`src/overtemp_pkg.sv`:
```
package overtemp_pkg;

    // register byte offsets
    localparam logic [7:0]  ctrl_addr         = 8'h00;
    localparam logic [7:0]  trip_limit_addr   = 8'h04;
    localparam logic [7:0]  hyst_limit_addr   = 8'h08;
    localparam logic [7:0]  temp_addr         = 8'h0c;
    localparam logic [7:0]  state_addr        = 8'h10;
    localparam logic [7:0]  irq_status_addr   = 8'h14;
    localparam logic [7:0]  irq_mask_addr     = 8'h18;

    // values after reset
    localparam logic [15:0] trip_limit_reset  = 16'h5000;
    localparam logic [15:0] hyst_limit_reset  = 16'h4b00;
    localparam logic [15:0] temp_reset        = 16'h0000;
    localparam logic [2:0]  irq_reset         = 3'h0;

    // interrupt status and mask bit positions
    localparam int          irq_alert_set_bit = 0;
    localparam int          irq_alert_clr_bit = 1;
    localparam int          irq_conv_bit      = 2;
    localparam int          irq_w             = 3;

    // control register layout, low byte of the word
    typedef struct packed {
        logic       reserved;
        logic [2:0] fault_need;
        logic       smbus_alert;
        logic       polarity;
        logic       interrupt_mode;
        logic       shutdown;
    } ctrl_s;

    localparam ctrl_s       ctrl_reset        = '{default: 1'b0};

endpackage : overtemp_pkg

```
`src/fault_counter.sv`:
```
`timescale 1ns/1ps

module fault_counter #(
    parameter int CNT_W = 3
) (
    input  wire logic             pclk,
    input  wire logic             presetn,
    input  wire logic             sample,
    input  wire logic             over,
    input  wire logic [CNT_W-1:0] need,
    output logic                  met
);

    logic [CNT_W:0] run;

    initial
    begin
        if (CNT_W < 1 || CNT_W > 8)
        begin
            $error("fault_counter: CNT_W out of range");
        end
    end

    // this conversion completes the required run of over-limit results
    assign met = sample & over & (run >= {1'b0, need});

    // consecutive over-limit conversions, saturating one past the need
    always_ff @(posedge pclk or negedge presetn)
    begin
        if (!presetn)
        begin
            run <= '0;
        end
        else if (sample)
        begin
            if (!over)
            begin
                run <= '0;
            end
            else if (run <= {1'b0, need})
            begin
                run <= run + 1'b1;
            end
        end
    end

endmodule : fault_counter

```
`src/overtemp_alert.sv`:
```
// How it works
// - overtemperature and smbus alert modes, comparator/interrupt
// - power up selects overtemperature mode
// - power up selects comparator behaviour
// - comparator asserts when temperature reaches trip limit
// - comparator releases only below hysteresis limit
// - shutdown holds the comparator result
// - interrupt asserts after consecutive over-limit conversions
// - any completed register read clears latched alert; a fault run in the same cycle wins
// - cleared alert waits for a new over-limit conversion
// - trip limit compared as signed two's complement
// - trip limit resets to plus eighty degrees
`timescale 1ns/1ps

module overtemp_alert #(
    parameter int TEMP_W  = 16,
    parameter int FAULT_W = 3
) (
    input  wire logic        pclk,
    input  wire logic        presetn,
    input  wire logic [7:0]  paddr,
    input  wire logic        psel,
    input  wire logic        penable,
    input  wire logic        pwrite,
    input  wire logic [31:0] pwdata,
    input  wire logic [3:0]  pstrb,
    output logic      [31:0] prdata,
    output logic             pready,
    output logic             pslverr,
    input  wire logic        conv_valid,
    input  wire logic [15:0] conv_temp,
    output logic             shutdown_out,
    input  wire logic        alert_pin_in,
    output logic             overtemp_alert_out,
    output logic             overtemp_alert_oe,
    output logic             irq
);

    overtemp_pkg::ctrl_s        ctrl;
    logic [15:0]                trip_limit;
    logic [15:0]                hysteresis_limit;
    logic [15:0]                last_temp;
    logic [overtemp_pkg::irq_w-1:0] irq_status;
    logic [overtemp_pkg::irq_w-1:0] irq_mask;
    logic [overtemp_pkg::irq_w-1:0] next_irq_status;
    logic [overtemp_pkg::irq_w-1:0] irq_event;
    logic                       comp_alert;
    logic                       latch_alert;
    logic                       alert_q;
    logic                       alert;
    logic                       latched_mode;
    logic                       sample;
    logic                       over_trip;
    logic                       under_hyst;
    logic                       fault_met;
    logic                       setup;
    logic                       access;
    logic                       wr;
    logic                       rd_done;
    logic                       mapped;
    logic [31:0]                next_prdata;
    logic [31:0]                irq_wdata;

    initial
    begin
        if (TEMP_W != 16)
        begin
            $error("overtemp_alert: TEMP_W must be 16");
        end
        if (FAULT_W != 3)
        begin
            $error("overtemp_alert: FAULT_W must match the control field");
        end
    end

    // apb phase decode; the slave answers in the first access cycle
    assign setup   = psel & ~penable;
    assign access  = psel & penable & pready;
    assign wr      = access & pwrite;
    assign rd_done = access & ~pwrite;

    // address decode of the mapped words
    always_comb
    begin
        case (paddr)
            overtemp_pkg::ctrl_addr,
            overtemp_pkg::trip_limit_addr,
            overtemp_pkg::hyst_limit_addr,
            overtemp_pkg::temp_addr,
            overtemp_pkg::state_addr,
            overtemp_pkg::irq_status_addr,
            overtemp_pkg::irq_mask_addr: mapped = 1'b1;
            default:                     mapped = 1'b0;
        endcase
    end

    // read data mux, unmapped words and reserved bits read zero
    always_comb
    begin
        next_prdata = 32'h0000_0000;
        case (paddr)
            overtemp_pkg::ctrl_addr:
                next_prdata[6:0] = ctrl[6:0];
            overtemp_pkg::trip_limit_addr:
                next_prdata[15:0] = trip_limit;
            overtemp_pkg::hyst_limit_addr:
                next_prdata[15:0] = hysteresis_limit;
            overtemp_pkg::temp_addr:
                next_prdata[15:0] = last_temp;
            overtemp_pkg::state_addr:
                next_prdata[3:0] = {alert_pin_in, latch_alert, comp_alert, alert};
            overtemp_pkg::irq_status_addr:
                next_prdata[overtemp_pkg::irq_w-1:0] = irq_status;
            overtemp_pkg::irq_mask_addr:
                next_prdata[overtemp_pkg::irq_w-1:0] = irq_mask;
            default:
                next_prdata = 32'h0000_0000;
        endcase
    end

    // pready rises for the access cycle that follows each setup cycle
    always_ff @(posedge pclk or negedge presetn)
    begin
        if (!presetn)
        begin
            pready <= 1'b0;
        end
        else
        begin
            pready <= setup;
        end
    end

    // read data and error are captured in the setup cycle
    always_ff @(posedge pclk or negedge presetn)
    begin
        if (!presetn)
        begin
            prdata  <= 32'h0000_0000;
            pslverr <= 1'b0;
        end
        else if (setup)
        begin
            prdata  <= pwrite ? 32'h0000_0000 : next_prdata;
            pslverr <= ~mapped;
        end
        else if (access)
        begin
            prdata  <= 32'h0000_0000;
            pslverr <= 1'b0;
        end
    end

    // control register: mode, polarity, shutdown, fault run length
    always_ff @(posedge pclk or negedge presetn)
    begin
        if (!presetn)
        begin
            ctrl <= overtemp_pkg::ctrl_reset;
        end
        else if (wr && paddr == overtemp_pkg::ctrl_addr && pstrb[0])
        begin
            ctrl          <= overtemp_pkg::ctrl_s'(pwdata[7:0]);
            ctrl.reserved <= 1'b0;
        end
    end

    // limit registers, written per byte lane
    always_ff @(posedge pclk or negedge presetn)
    begin
        if (!presetn)
        begin
            trip_limit       <= overtemp_pkg::trip_limit_reset;
            hysteresis_limit <= overtemp_pkg::hyst_limit_reset;
        end
        else if (wr)
        begin
            if (paddr == overtemp_pkg::trip_limit_addr)
            begin
                if (pstrb[0])
                begin
                    trip_limit[7:0] <= pwdata[7:0];
                end
                if (pstrb[1])
                begin
                    trip_limit[15:8] <= pwdata[15:8];
                end
            end
            if (paddr == overtemp_pkg::hyst_limit_addr)
            begin
                if (pstrb[0])
                begin
                    hysteresis_limit[7:0] <= pwdata[7:0];
                end
                if (pstrb[1])
                begin
                    hysteresis_limit[15:8] <= pwdata[15:8];
                end
            end
        end
    end

    // conversions are ignored while shut down, so every result is held
    assign sample       = conv_valid & ~ctrl.shutdown;
    assign over_trip    = $signed(conv_temp) >= $signed(trip_limit);
    assign under_hyst   = $signed(conv_temp) < $signed(hysteresis_limit);
    assign latched_mode = ctrl.interrupt_mode | ctrl.smbus_alert;

    // latest conversion result
    always_ff @(posedge pclk or negedge presetn)
    begin
        if (!presetn)
        begin
            last_temp <= overtemp_pkg::temp_reset;
        end
        else if (sample)
        begin
            last_temp <= conv_temp;
        end
    end

    // comparator state with hysteresis, holding between the limits
    always_ff @(posedge pclk or negedge presetn)
    begin
        if (!presetn)
        begin
            comp_alert <= 1'b0;
        end
        else if (sample)
        begin
            if (over_trip)
            begin
                comp_alert <= 1'b1;
            end
            else if (under_hyst)
            begin
                comp_alert <= 1'b0;
            end
        end
    end

    // consecutive fault run for the latched behaviour
    fault_counter #(
        .CNT_W   (FAULT_W)
    ) u_fault_counter (
        .pclk    (pclk),
        .presetn (presetn),
        .sample  (sample),
        .over    (over_trip),
        .need    (ctrl.fault_need),
        .met     (fault_met)
    );

    // latched alert: set by a fault run, cleared by any completed read; a fault run in the same cycle wins
    always_ff @(posedge pclk or negedge presetn)
    begin
        if (!presetn)
        begin
            latch_alert <= 1'b0;
        end
        else if (!latched_mode)
        begin
            latch_alert <= 1'b0;
        end
        else if (fault_met)
        begin
            latch_alert <= 1'b1;
        end
        else if (rd_done)
        begin
            latch_alert <= 1'b0;
        end
    end

    // internal alert state, independent of polarity
    assign alert = latched_mode ? latch_alert : comp_alert;

    // open-drain pin: drive low while active, polarity inverts the sense
    always_ff @(posedge pclk or negedge presetn)
    begin
        if (!presetn)
        begin
            overtemp_alert_out <= 1'b0;
            overtemp_alert_oe  <= 1'b0;
            shutdown_out       <= 1'b0;
            alert_q            <= 1'b0;
        end
        else
        begin
            overtemp_alert_out <= 1'b0;
            overtemp_alert_oe  <= alert ^ ctrl.polarity;
            shutdown_out       <= ctrl.shutdown;
            alert_q            <= alert;
        end
    end

    // interrupt events: alert rose, alert fell, conversion taken
    assign irq_event = {sample, alert_q & ~alert, alert & ~alert_q};

    assign irq_wdata = (wr && paddr == overtemp_pkg::irq_status_addr && pstrb[0])
                     ? pwdata : 32'h0000_0000;

    // sticky status, write one to clear, a new event wins over the clear
    always_comb
    begin
        next_irq_status = (irq_status & ~irq_wdata[overtemp_pkg::irq_w-1:0]) | irq_event;
    end

    always_ff @(posedge pclk or negedge presetn)
    begin
        if (!presetn)
        begin
            irq_status <= overtemp_pkg::irq_reset;
        end
        else
        begin
            irq_status <= next_irq_status;
        end
    end

    // interrupt mask
    always_ff @(posedge pclk or negedge presetn)
    begin
        if (!presetn)
        begin
            irq_mask <= overtemp_pkg::irq_reset;
        end
        else if (wr && paddr == overtemp_pkg::irq_mask_addr && pstrb[0])
        begin
            irq_mask <= pwdata[overtemp_pkg::irq_w-1:0];
        end
    end

    // level interrupt while an unmasked status bit is set
    always_ff @(posedge pclk or negedge presetn)
    begin
        if (!presetn)
        begin
            irq <= 1'b0;
        end
        else
        begin
            irq <= |(next_irq_status & irq_mask);
        end
    end

endmodule : overtemp_alert

```
`config.mk`:
```
export PLATFORM = sky130hd
export DESIGN_NAME = overtemp_alert
export DESIGN_NICKNAME = d
export VERILOG_FILES = /design/src/overtemp_pkg.sv /design/src/fault_counter.sv /design/src/overtemp_alert.sv
export SDC_FILE = /design/constraint.sdc
export NUM_CORES = 1
export LEC_CHECK = 0
export ABC_AREA = 1
export ABC_CLOCK_PERIOD_IN_PS = 1700
export BUFFER_PORTS_ARGS = -buffer_cell sky130_fd_sc_hd__clkbuf_2
export CAP_MARGIN = 20
export CORE_UTILIZATION = 50
export CTS_CLUSTER_SIZE = 16
export DETAILED_ROUTE_END_ITERATION = 16
export GPL_TIMING_DRIVEN = 0
export PLACE_DENSITY = 0.77
export SETUP_SLACK_MARGIN = 0.3
export SLEW_MARGIN = 30
export SYNTH_ARGS = -nofsm -noshare
export SYNTH_HDL_FRONTEND = slang
export SYNTH_SLANG_ARGS = --single-unit
export TNS_END_PERCENT = 5
```
`constraint.sdc`:
```
create_clock -name pclk -period 1.7 [get_ports pclk]
set_clock_uncertainty 0.2 [all_clocks]
set_input_delay 0.255 -clock pclk [delete_from_list [all_inputs] [get_ports pclk]]
set_output_delay 0.255 -clock pclk [all_outputs]
set_load 0.01 [all_outputs]
```
# Word-level counts from Yosys, hierarchy flattened
# Index checks and enable logic that the tools add are counted.
[totals]
regBits = 105
input_bits = 67
out_inout_bits = 38
elab_cells = 93
[classes]
n_addsub = 1
magnitude_cmp = 4
eq_ne = 8
mux = 19
n_bitwise = 22
reduce_logical = 17
[op_table]
columns = ["op", "n"]
rows = [
  ["2-to-1 mux 32 bit", 2],
  ["case mux 9 bit (3 select lines)", 1],
  ["equality test 8 x 5 -> 1 bit, second input constant", 3],
  ["case mux 3 bit (7 select lines)", 1],
  ["equality test 8 x 4 -> 1 bit, second input constant", 2],
  [">= comparator 16 bit", 1],
  ["< comparator 16 bit", 1],
  ["2-to-1 mux 16 bit", 1],
  ["case mux 3 bit (4 select lines)", 1],
  ["AND reduction 3 bit", 4],
  ["bitwise AND 1 bit", 10],
  ["2-to-1 mux 1 bit", 9],
  ["equality test 8 x 3 -> 1 bit, second input constant", 1],
  ["logical NOT 8 bit", 1],
  ["2-to-1 mux 4 bit", 2],
  ["OR reduction 7 bit", 1],
  ["bitwise AND 3 bit", 2],
  ["logical AND 1 bit", 6],
  ["inverter 1 bit", 6],
  ["case mux 1 bit (5 select lines)", 1],
  ["adder 4 x 1 -> 4 bit, second input constant", 1],
  [">= comparator 4 x 3 -> 1 bit", 1],
  ["<= comparator 4 x 3 -> 1 bit", 1],
  ["AND reduction 2 bit", 2],
  ["other kinds (9)", 10],
]

# Depth between registers and ports, before layout
# Gate-level depths: netlist of run 1.
[depth]
ltp_word = 11
ltp_mapped = 15
ltp_nobuf = 15

# Cells and area by module
# Synthesis of run 1 repeated with hierarchy kept, for this count alone.
[hier_totals]
hier_cells = 645
hier_area_um2 = 5192.5
[modules_own_cells]
columns = ["module", "n_inst", "cells_per_inst", "area_per_inst_um2"]
rows = [
  ["overtemp_alert", 1, 595, 4834.6],
  ["fault_counter", 1, 50, 357.8],
]

# Worst setup path after synthesis of run 1
# No wires, ideal clock.
[synth_timing]
path_kind = "register -> register"
start = "reg trip_limit[14]"
end = "reg u_fault_counter.run[0]"
setup_time_ns = 0.118
t_arrival_ns = 1.553
required_ns = 1.382
slack_ns = -0.171
stages_incl_launch_ff = 10
path_buffers = 0
path_cell_list = "dfstp_2 -> inv_1 -> ha_1 -> nand2_1 -> nor3_1 -> nand2_1 -> nand3_1 -> nand4_1 -> nand3_1 -> nand2_1"
[synth_between]
elab_chain_cells = 3
elab_cells_between_ends = 4
cone_classes = "1 x order compare; 1 x eq/ne; 1 x mux; 1 x reduce/logical"
[synth_rtl]
columns = ["element", "line", "rtl"]
rows = [
  ["start: declaration", "overtemp_alert.sv:40", "logic [15:0] trip_limit;"],
  ["start signal: assignment", "overtemp_alert.sv:173", "trip_limit <= overtemp_pkg::trip_limit_reset;"],
  ["start signal: assignment", "overtemp_alert.sv:186", "trip_limit[15:8] <= pwdata[15:8];"],
  [">= comparator 16 bit *", "overtemp_alert.sv:205", "assign over_trip = $signed(conv_temp) >= $signed(trip_limit);"],
  ["inequality test 2 bit (no source line)", "n/a", ""],
  ["AND reduction 2 bit (no source line)", "n/a", ""],
  ["end signal: assignment", "fault_counter.sv:42", "run <= run + 1'b1;"],
  ["end: declaration", "fault_counter.sv:14", "logic [CNT_W:0] run;"],
]
# Every way passes the cells marked *; elsewhere a longest branch is shown, timed or not.
# A chain may end at the register's enable or synchronous reset.

# Final worst setup path of run 1
[layout_timing]
start = "reg trip_limit[14]"
end = "reg u_fault_counter.run[1]"
# Same word-level chain as after synthesis.

==> impl_metrics.env, run 1 <==
export IMPL_switchingPower_mw=1.36
export IMPL_power_leakage_nw=3.31
export IMPL_cts_buffers=9
export IMPL_routed_top_layer="met4"
export IMPL_synth_area_top_cells="dfrtp_1 (41%), nand2_1 (12%), ha_1 (8.6%), inv_1 (6.9%), o21ai_2 (3.9%)"
export IMPL_finalNetCount=851
export IMPL_ant_nets=0
export IMPL_clk_pin_slew_worst_paths_ns=0.10
export IMPL_ys_seq_area_share_pct=43.8
export IMPL_cp_start_kind="flip-flop"
export IMPL_switching_share_pct=29.7
export IMPL_violations="negative setup slack"
export IMPL_max_freq_mhz=486
export IMPL_portBuffers=69
export IMPL_yosys_register_bits=89
export IMPL_seq_area_sq_um=2240
export IMPL_wl_met3_microns=945
export IMPL_final_cell_count_no_fill=887
export IMPL_post_synth_top_area_fraction_pct=40.7
export IMPL_post_place_ws_ns=-0.346
export IMPL_place_hpwl_mm=9.70
export IMPL_setup_slack_ns=-0.356
export IMPL_post_route_cells_drive_above_1_share_pct=32.5
export IMPL_grt_antenna_before_repair=0
export IMPL_p_per_area_nw_per_um2=674
export IMPL_ys_warn_count=0
export IMPL_grt_usage_pct=27.3
export IMPL_irDropWorstVdd_v=0.000416
export IMPL_rsz0062_at_grt="true"
export IMPL_die_area_sq_um=10600
export IMPL_dp_cells=835
export IMPL_cts_sinks=89
export IMPL_power_frac_comb_pct=17.4
export IMPL_fp_dieW_microns=103
export IMPL_cp_data_required_time_ns=1.77
export IMPL_syn_area_sq_um=5110
export IMPL_endpoint_kind="flip-flop"
export IMPL_insertion_delay_ns=0.37
export IMPL_gp_routability_congestion=0.897
export IMPL_routed_wl_met2_mm=7.23
export IMPL_tightest_slew_ns=0.546
export IMPL_clockBufferDepth=2
export IMPL_cp_max_fo=4
export IMPL_hold_class="in2reg"
export IMPL_start_util_pct=52.0
export IMPL_drtPass1Iterations=5
export IMPL_routed_wirelength_mm=14.7
export IMPL_syn_inst=616
export IMPL_drc=0
export IMPL_grt_ovfl_total=0
export IMPL_area_delta_synth_final_pct=32.6
export IMPL_slew_violations=0
export IMPL_die_h_microns=103
export IMPL_crit_arrival_ns=2.12
export IMPL_io_pins=105
export IMPL_core_area_sq_um=9820
export IMPL_grt_pass1_wl_mm=21.7
export IMPL_grt_max_degree=53
export IMPL_setup_violations_final=11
export IMPL_clockRootBuffer="clkbuf_8"
export IMPL_intPower_mw=3.21
export IMPL_core_rowCount=36
export IMPL_worst_slew_margin_rel_pct=63.6
export IMPL_grt_pass1_vias=4607
export IMPL_hold_violations=0
export IMPL_fillers=750
export IMPL_synth_cell_types=42
export IMPL_cap_violations=0
export IMPL_antennaDiodeCount=0
export IMPL_crit_type="reg2reg"
export IMPL_via_per_inst=5.41
export IMPL_met1_length_mm=5.90
export IMPL_syn_avg_cell_area_sq_um=8.29
export IMPL_multi_input_area_sq_um=2790
export IMPL_drtIter0Drc=392
export IMPL_finalCritPeriodShare_pct=121
export IMPL_vias=4795
export IMPL_cts_tree="built"
export IMPL_post_drt_wl_per_cell_microns=16.5
export IMPL_htree_levels=3
export IMPL_power_frac_clock_pct=33.3
export IMPL_tns_ns=-2.08
export IMPL_min_period_ns=2.06
export IMPL_seq_power_share_pct=49.3
export IMPL_fin_util_pct=69.0
export IMPL_yosysTopAreaCell="dfrtp_1"
export IMPL_status="finished with violations"
## through the flow
| step | power [mW] | hold slack (ns) | area [sq um] |
|---|---|---|---|
| finish | 4.56 | 0.00117 | 6770 |
| CTS | 4.46 | 0.000999 | 6400 |
| global placement | 2.85 | 0.259 | 5700 |
| floorplan | 2.66 | -0.241 | 5190 |
| detailed placement | 2.90 | -0.00651 | 5730 |
| global route | 4.76 | 0.0204 | 6770 |
## sequential cells by signal, indices dropped and copies added (netlist names), 3 cells and up
| name | count |
|---|---|
| hysteresis_limit | 16 |
| last_temp | 16 |
| prdata | 16 |
| trip_limit | 16 |
| ctrl | 7 |
| u_fault_counter.run | 4 |
| irq_mask | 3 |
| irq_status | 3 |
## final timing paths
kind / slack, ns / start / cells past startpoint / endpoint
min in group asynchronous: 0.15 / presetn / 2 / irq_mask[1]$_DFFE_PN0P_
max in group asynchronous: 0.52 / presetn / 3 / trip_limit[14]$_DFFE_PN1P_
max: -0.36 / trip_limit[14]$_DFFE_PN1P_ / 9 / u_fault_counter.run[1]$_DFFE_PN0P_
min: 0.001 / conv_temp[0] / 3 / last_temp[0]$_DFFE_PN0P_
max reg2reg: -0.36 / trip_limit[14]$_DFFE_PN1P_ / 9 / u_fault_counter.run[1]$_DFFE_PN0P_
min reg2reg: 0.29 / last_temp[12]$_DFFE_PN0P_ / 2 / last_temp[12]$_DFFE_PN0P_
## placed cells by master (no fill, tap or decap), drive strengths merged
cell         instances
o21ai               84
nor3                 5
nand3b               1
nor2                31
a31o                 2
o22ai               14
ha                  35
clkinv               2
dfstp                6
buf                 39
o211ai               1
inv                100
a21o                 1
nand2              170
a221oi               2
conb                17
nand3               19
nand4                8
dfrtp               83
a22o                 1
xnor2                1
dlygate4sd3         29
clkbuf              75
bufinv               1
a21oi               22
a31oi                2
clkinvlp             2
o21a                 1
## kinds of logic (layout without fill, tap and decap cells)
group,Yosys count,after routing,share of synthesized area (%)
buf+inv,126,248,11.2
xor+xnor,1,1,0.172
compound gates,130,130,15.6
simple gates,234,234,20.7
fa+ha+maj,35,35,8.58
other cells,1,17,0.0734
flops,89,89,43.8
## cell type report
class                      count  area share (%)
buffer                        28            3.51
clock buffer                   9            1.83
clock inverter                 7            1.13
inverter                      98            5.64
multi-input combinational    417            41.2
sequential                    89            33.0
tap                          133            2.46
timing repair buffer         106            11.3
## critical path, stage by stage, from the launching register on
cell and delay [ns]:
dfstp_2 0.57, inv_4 0.05, ha_4 0.26, nand2_4 0.07, nor3_4 0.21, nand2_2 0.11, nand3_2 0.08, nand4_1 0.18
nand3_1 0.15, nand2_1 0.06
## power groups by stage
stage | combinational, mW | clock (mW) | sequential (mW)
2_1_floorplan | 0.383 | 0 | 2.27
3_3_place_gp | 0.576 | 0 | 2.28
3_5_place_dp | 0.615 | 0 | 2.28
4_1_cts | 0.694 | 1.52 | 2.24
5_1_grt | 0.882 | 1.62 | 2.26
6_report | 0.792 | 1.52 | 2.25
## synthesized netlist by cell type, drive strengths merged
library cell / count
a31oi: 2
clkbuf: 4
ha: 35
nor2: 31
inv: 97
o211ai: 1
nor3: 5
nand3b: 1
buf: 24
a21o: 1
a31o: 2
clkinv: 1
dfrtp: 83
xnor2: 1
nand4: 8
a21oi: 22
conb: 1
nand3: 19
a221oi: 2
dfstp: 6
o21ai: 84
nand2: 170
o22ai: 14
a22o: 1
o21a: 1
## per-layer routing
| layer | up-vias | global-route usage, % |
|---|---|---|
| met5 | - | 0 |
| met4 | 0 | 16.7 |
| met3 | 54 | 4.75 |
| met2 | 224 | 43.8 |
| met1 | 2288 | 34.5 |
| li1 | 2229 | - |
## what timing repair did
| action | in CTS | in global routing |
|---|---|---|
| hold buffers | 29 | 0 |
| endpoints found under the hold margin | 124 | 0 |
| pin swaps | 30 | 38 |
| setup endpoints to repair | 85 | 92 |
| setup buffers | 3 | 4 |
| resized for setup | 42 | 93 |
Power figures use the tool's default switching activity.
==> run 2: changes to the inputs <==
RECOVER_POWER = 25   (was not set)
==> run 2 against run 1 <==
Effect of this change:
- utilization is 0.11 points lower
- worst hold slack better by 0.0020 ns
- clock power hardly changed
- sequential cell count stayed put
- critical endpoint unchanged
- the run still ends with negative setup slack left
- via count is 0.10% lower
- combinational power hardly changed
- highest routed layer unchanged
- critical path depth stayed put
- cell count stayed put
- total power hardly changed
- largest power group unchanged
==> impl_metrics.env, run 2 (synthesized netlist as in run 1, its figures left out) <==
export IMPL_status="finished with violations"
export IMPL_tightest_slew_ns=1.02
export IMPL_reg2reg_from="trip_limit[14]$_DFFE_PN1P_"
export IMPL_drc=0
export IMPL_power_leakage_nw=3.30
export IMPL_crit_arrival_ns=2.13
export IMPL_power_frac_comb_pct=17.3
export IMPL_grt_usage_pct=27.3
export IMPL_via_per_inst=5.40
export IMPL_intPower_mw=3.20
export IMPL_setup_violations_final=9
export IMPL_fillers=750
export IMPL_post_route_cells_drive_above_1_share_pct=32.4
export IMPL_cp_max_fo=4
export IMPL_finalNetCount=851
export IMPL_grt_max_degree=53
export IMPL_worst_slew_margin_rel_pct=32.0
export IMPL_finalCritPeriodShare_pct=121
export IMPL_final_cell_mix="nand2_1 (150), dfrtp_1 (82), inv_1 (81)"
export IMPL_p_per_area_nw_per_um2=674
export IMPL_grt_ovfl_total=0
export IMPL_startpoint="trip_limit[14]$_DFFE_PN1P_"
export IMPL_hold_class="in2reg"
export IMPL_ant_nets=0
export IMPL_grt_pass1_wl_mm=21.7
export IMPL_cap_violations=0
export IMPL_gp_routability_congestion=0.897
export IMPL_drtPass1Iterations=5
export IMPL_post_drt_wl_per_cell_microns=16.5
export IMPL_core_rowCount=36
export IMPL_clockRootBuffer="clkbuf_8"
export IMPL_cts_sinks=89
export IMPL_place_hpwl_mm=9.70
export IMPL_crit_type="reg2reg"
export IMPL_slew_violations=0
export IMPL_r2r_cells=9
export IMPL_seq_power_share_pct=49.3
export IMPL_cp_data_required_time_ns=1.77
export IMPL_insertion_delay_ns=0.37
export IMPL_cp_start_kind="flip-flop"
export IMPL_irDropWorstVdd_v=0.000414
export IMPL_rsz0062_at_grt="true"
export IMPL_dp_cells=835
export IMPL_cts_tree="built"
export IMPL_fp_dieW_microns=103
export IMPL_portBuffers=69
export IMPL_start_util_pct=52.0
export IMPL_cts_buffers=9
export IMPL_core_area_sq_um=9820
export IMPL_violations="negative setup slack"
export IMPL_max_freq_mhz=485
export IMPL_final_cell_count_no_fill=887
export IMPL_die_h_microns=103
export IMPL_clockBufferDepth=2
export IMPL_die_area_sq_um=10600
export IMPL_min_period_ns=2.06
export IMPL_clk_pin_slew_worst_paths_ns=0.09
export IMPL_cp_endpoint="u_fault_counter.run[1]$_DFFE_PN0P_"
export IMPL_final_common_cell="nand2_1"
export IMPL_power_frac_clock_pct=33.3
export IMPL_grt_antenna_before_repair=0
export IMPL_post_layout_total_power_mw=4.56
export IMPL_routed_wirelength_mm=14.7
export IMPL_switchingPower_mw=1.35
export IMPL_antennaDiodeCount=0
export IMPL_switching_share_pct=29.7
export IMPL_drtIter0Drc=392
export IMPL_r2r_slack_ns=-0.36
export IMPL_fin_util_pct=68.8
export IMPL_grt_pass1_vias=4607
export IMPL_hold_violations=0
export IMPL_io_pins=105
export IMPL_htree_levels=3
export IMPL_endpoint_kind="flip-flop"
export IMPL_r2r_end="u_fault_counter.run[1]$_DFFE_PN0P_"
export IMPL_setup_slack_ns=-0.363
export IMPL_area_delta_synth_final_pct=32.4
export IMPL_vias=4790
## run 2: area by class of cell
| type | count | area [sq um] | area share (%) |
|---|---|---|---|
| Clock inverter | 7 | 76.3 | 1.13 |
| Buffer | 28 | 238 | 3.52 |
| Timing Repair Buffer | 106 | 753 | 11.1 |
| Clock buffer | 9 | 124 | 1.83 |
| Multi-Input combinational cell | 417 | 2790 | 41.2 |
| Inverter | 98 | 382 | 5.65 |
| Tap cell | 133 | 166 | 2.46 |
| Sequential cell | 89 | 2240 | 33.1 |
## run 2: metal layers
layer,wire [microns],vias up,global-route usage [%]
li1,-,2228,-
met4,613,0,16.7
met2,7230,214,43.8
met5,0,-,0
met1,5960,2290,34.5
met3,867,58,4.75
## run 2: repair_timing
action | in CTS | in global routing
hold buffers | 29 | 0
pin swaps | 30 | 38
gates resized for setup | 42 | 93
endpoints found under the hold margin | 124 | 0
setup buffers | 3 | 4
endpoints found under the setup margin | 85 | 92
## run 2: through the flow
| step | setup WS [ns] | instance area, sq um | TNS, ns | hold slack [ns] |
|---|---|---|---|---|
| floorplan | -0.120 | 5190 | -0.586 | -0.241 |
| global placement | -0.754 | 5700 | -71.19 | 0.259 |
| detailed placement | -0.346 | 5730 | -11.25 | -0.00651 |
| CTS | -0.322 | 6400 | -1.83 | 0.000999 |
| global route | -0.484 | 6760 | -6.65 | 0.0204 |
| finish | -0.363 | 6760 | -2.10 | 0.00312 |
## run 2: worst min path at each step
stage | from | end | cells after the start
2_1_floorplan | presetn | alert_q$_DFF_PN0_ | 0
3_3_place_gp | last_temp[9]$_DFFE_PN0P_ | last_temp[9]$_DFFE_PN0P_ | 2
3_5_place_dp | presetn | irq_mask[0]$_DFFE_PN0P_ | 1
4_1_cts | conv_temp[13] | last_temp[13]$_DFFE_PN0P_ | 3
5_1_grt | pwdata[1] | hysteresis_limit[1]$_DFFE_PN0P_ | 3
6_report | conv_temp[0] | last_temp[0]$_DFFE_PN0P_ | 3
## run 2: critical path, cell delays in order, from the launching register on
cell and delay [ns]:
dfstp_2 0.57, inv_4 0.05, ha_4 0.26, nand2_4 0.07, nor3_4 0.22, nand2_2 0.11
nand3_2 0.08, nand4_1 0.18, nand3_1 0.15, nand2_1 0.06
## run 2: power by group through the flow
stage	logic, mW	clock network [mW]	registers [mW]
6_report	0.789	1.52	2.25
4_1_cts	0.694	1.52	2.24
3_5_place_dp	0.615	0	2.28
2_1_floorplan	0.383	0	2.27
3_3_place_gp	0.576	0	2.28
5_1_grt	0.879	1.62	2.26
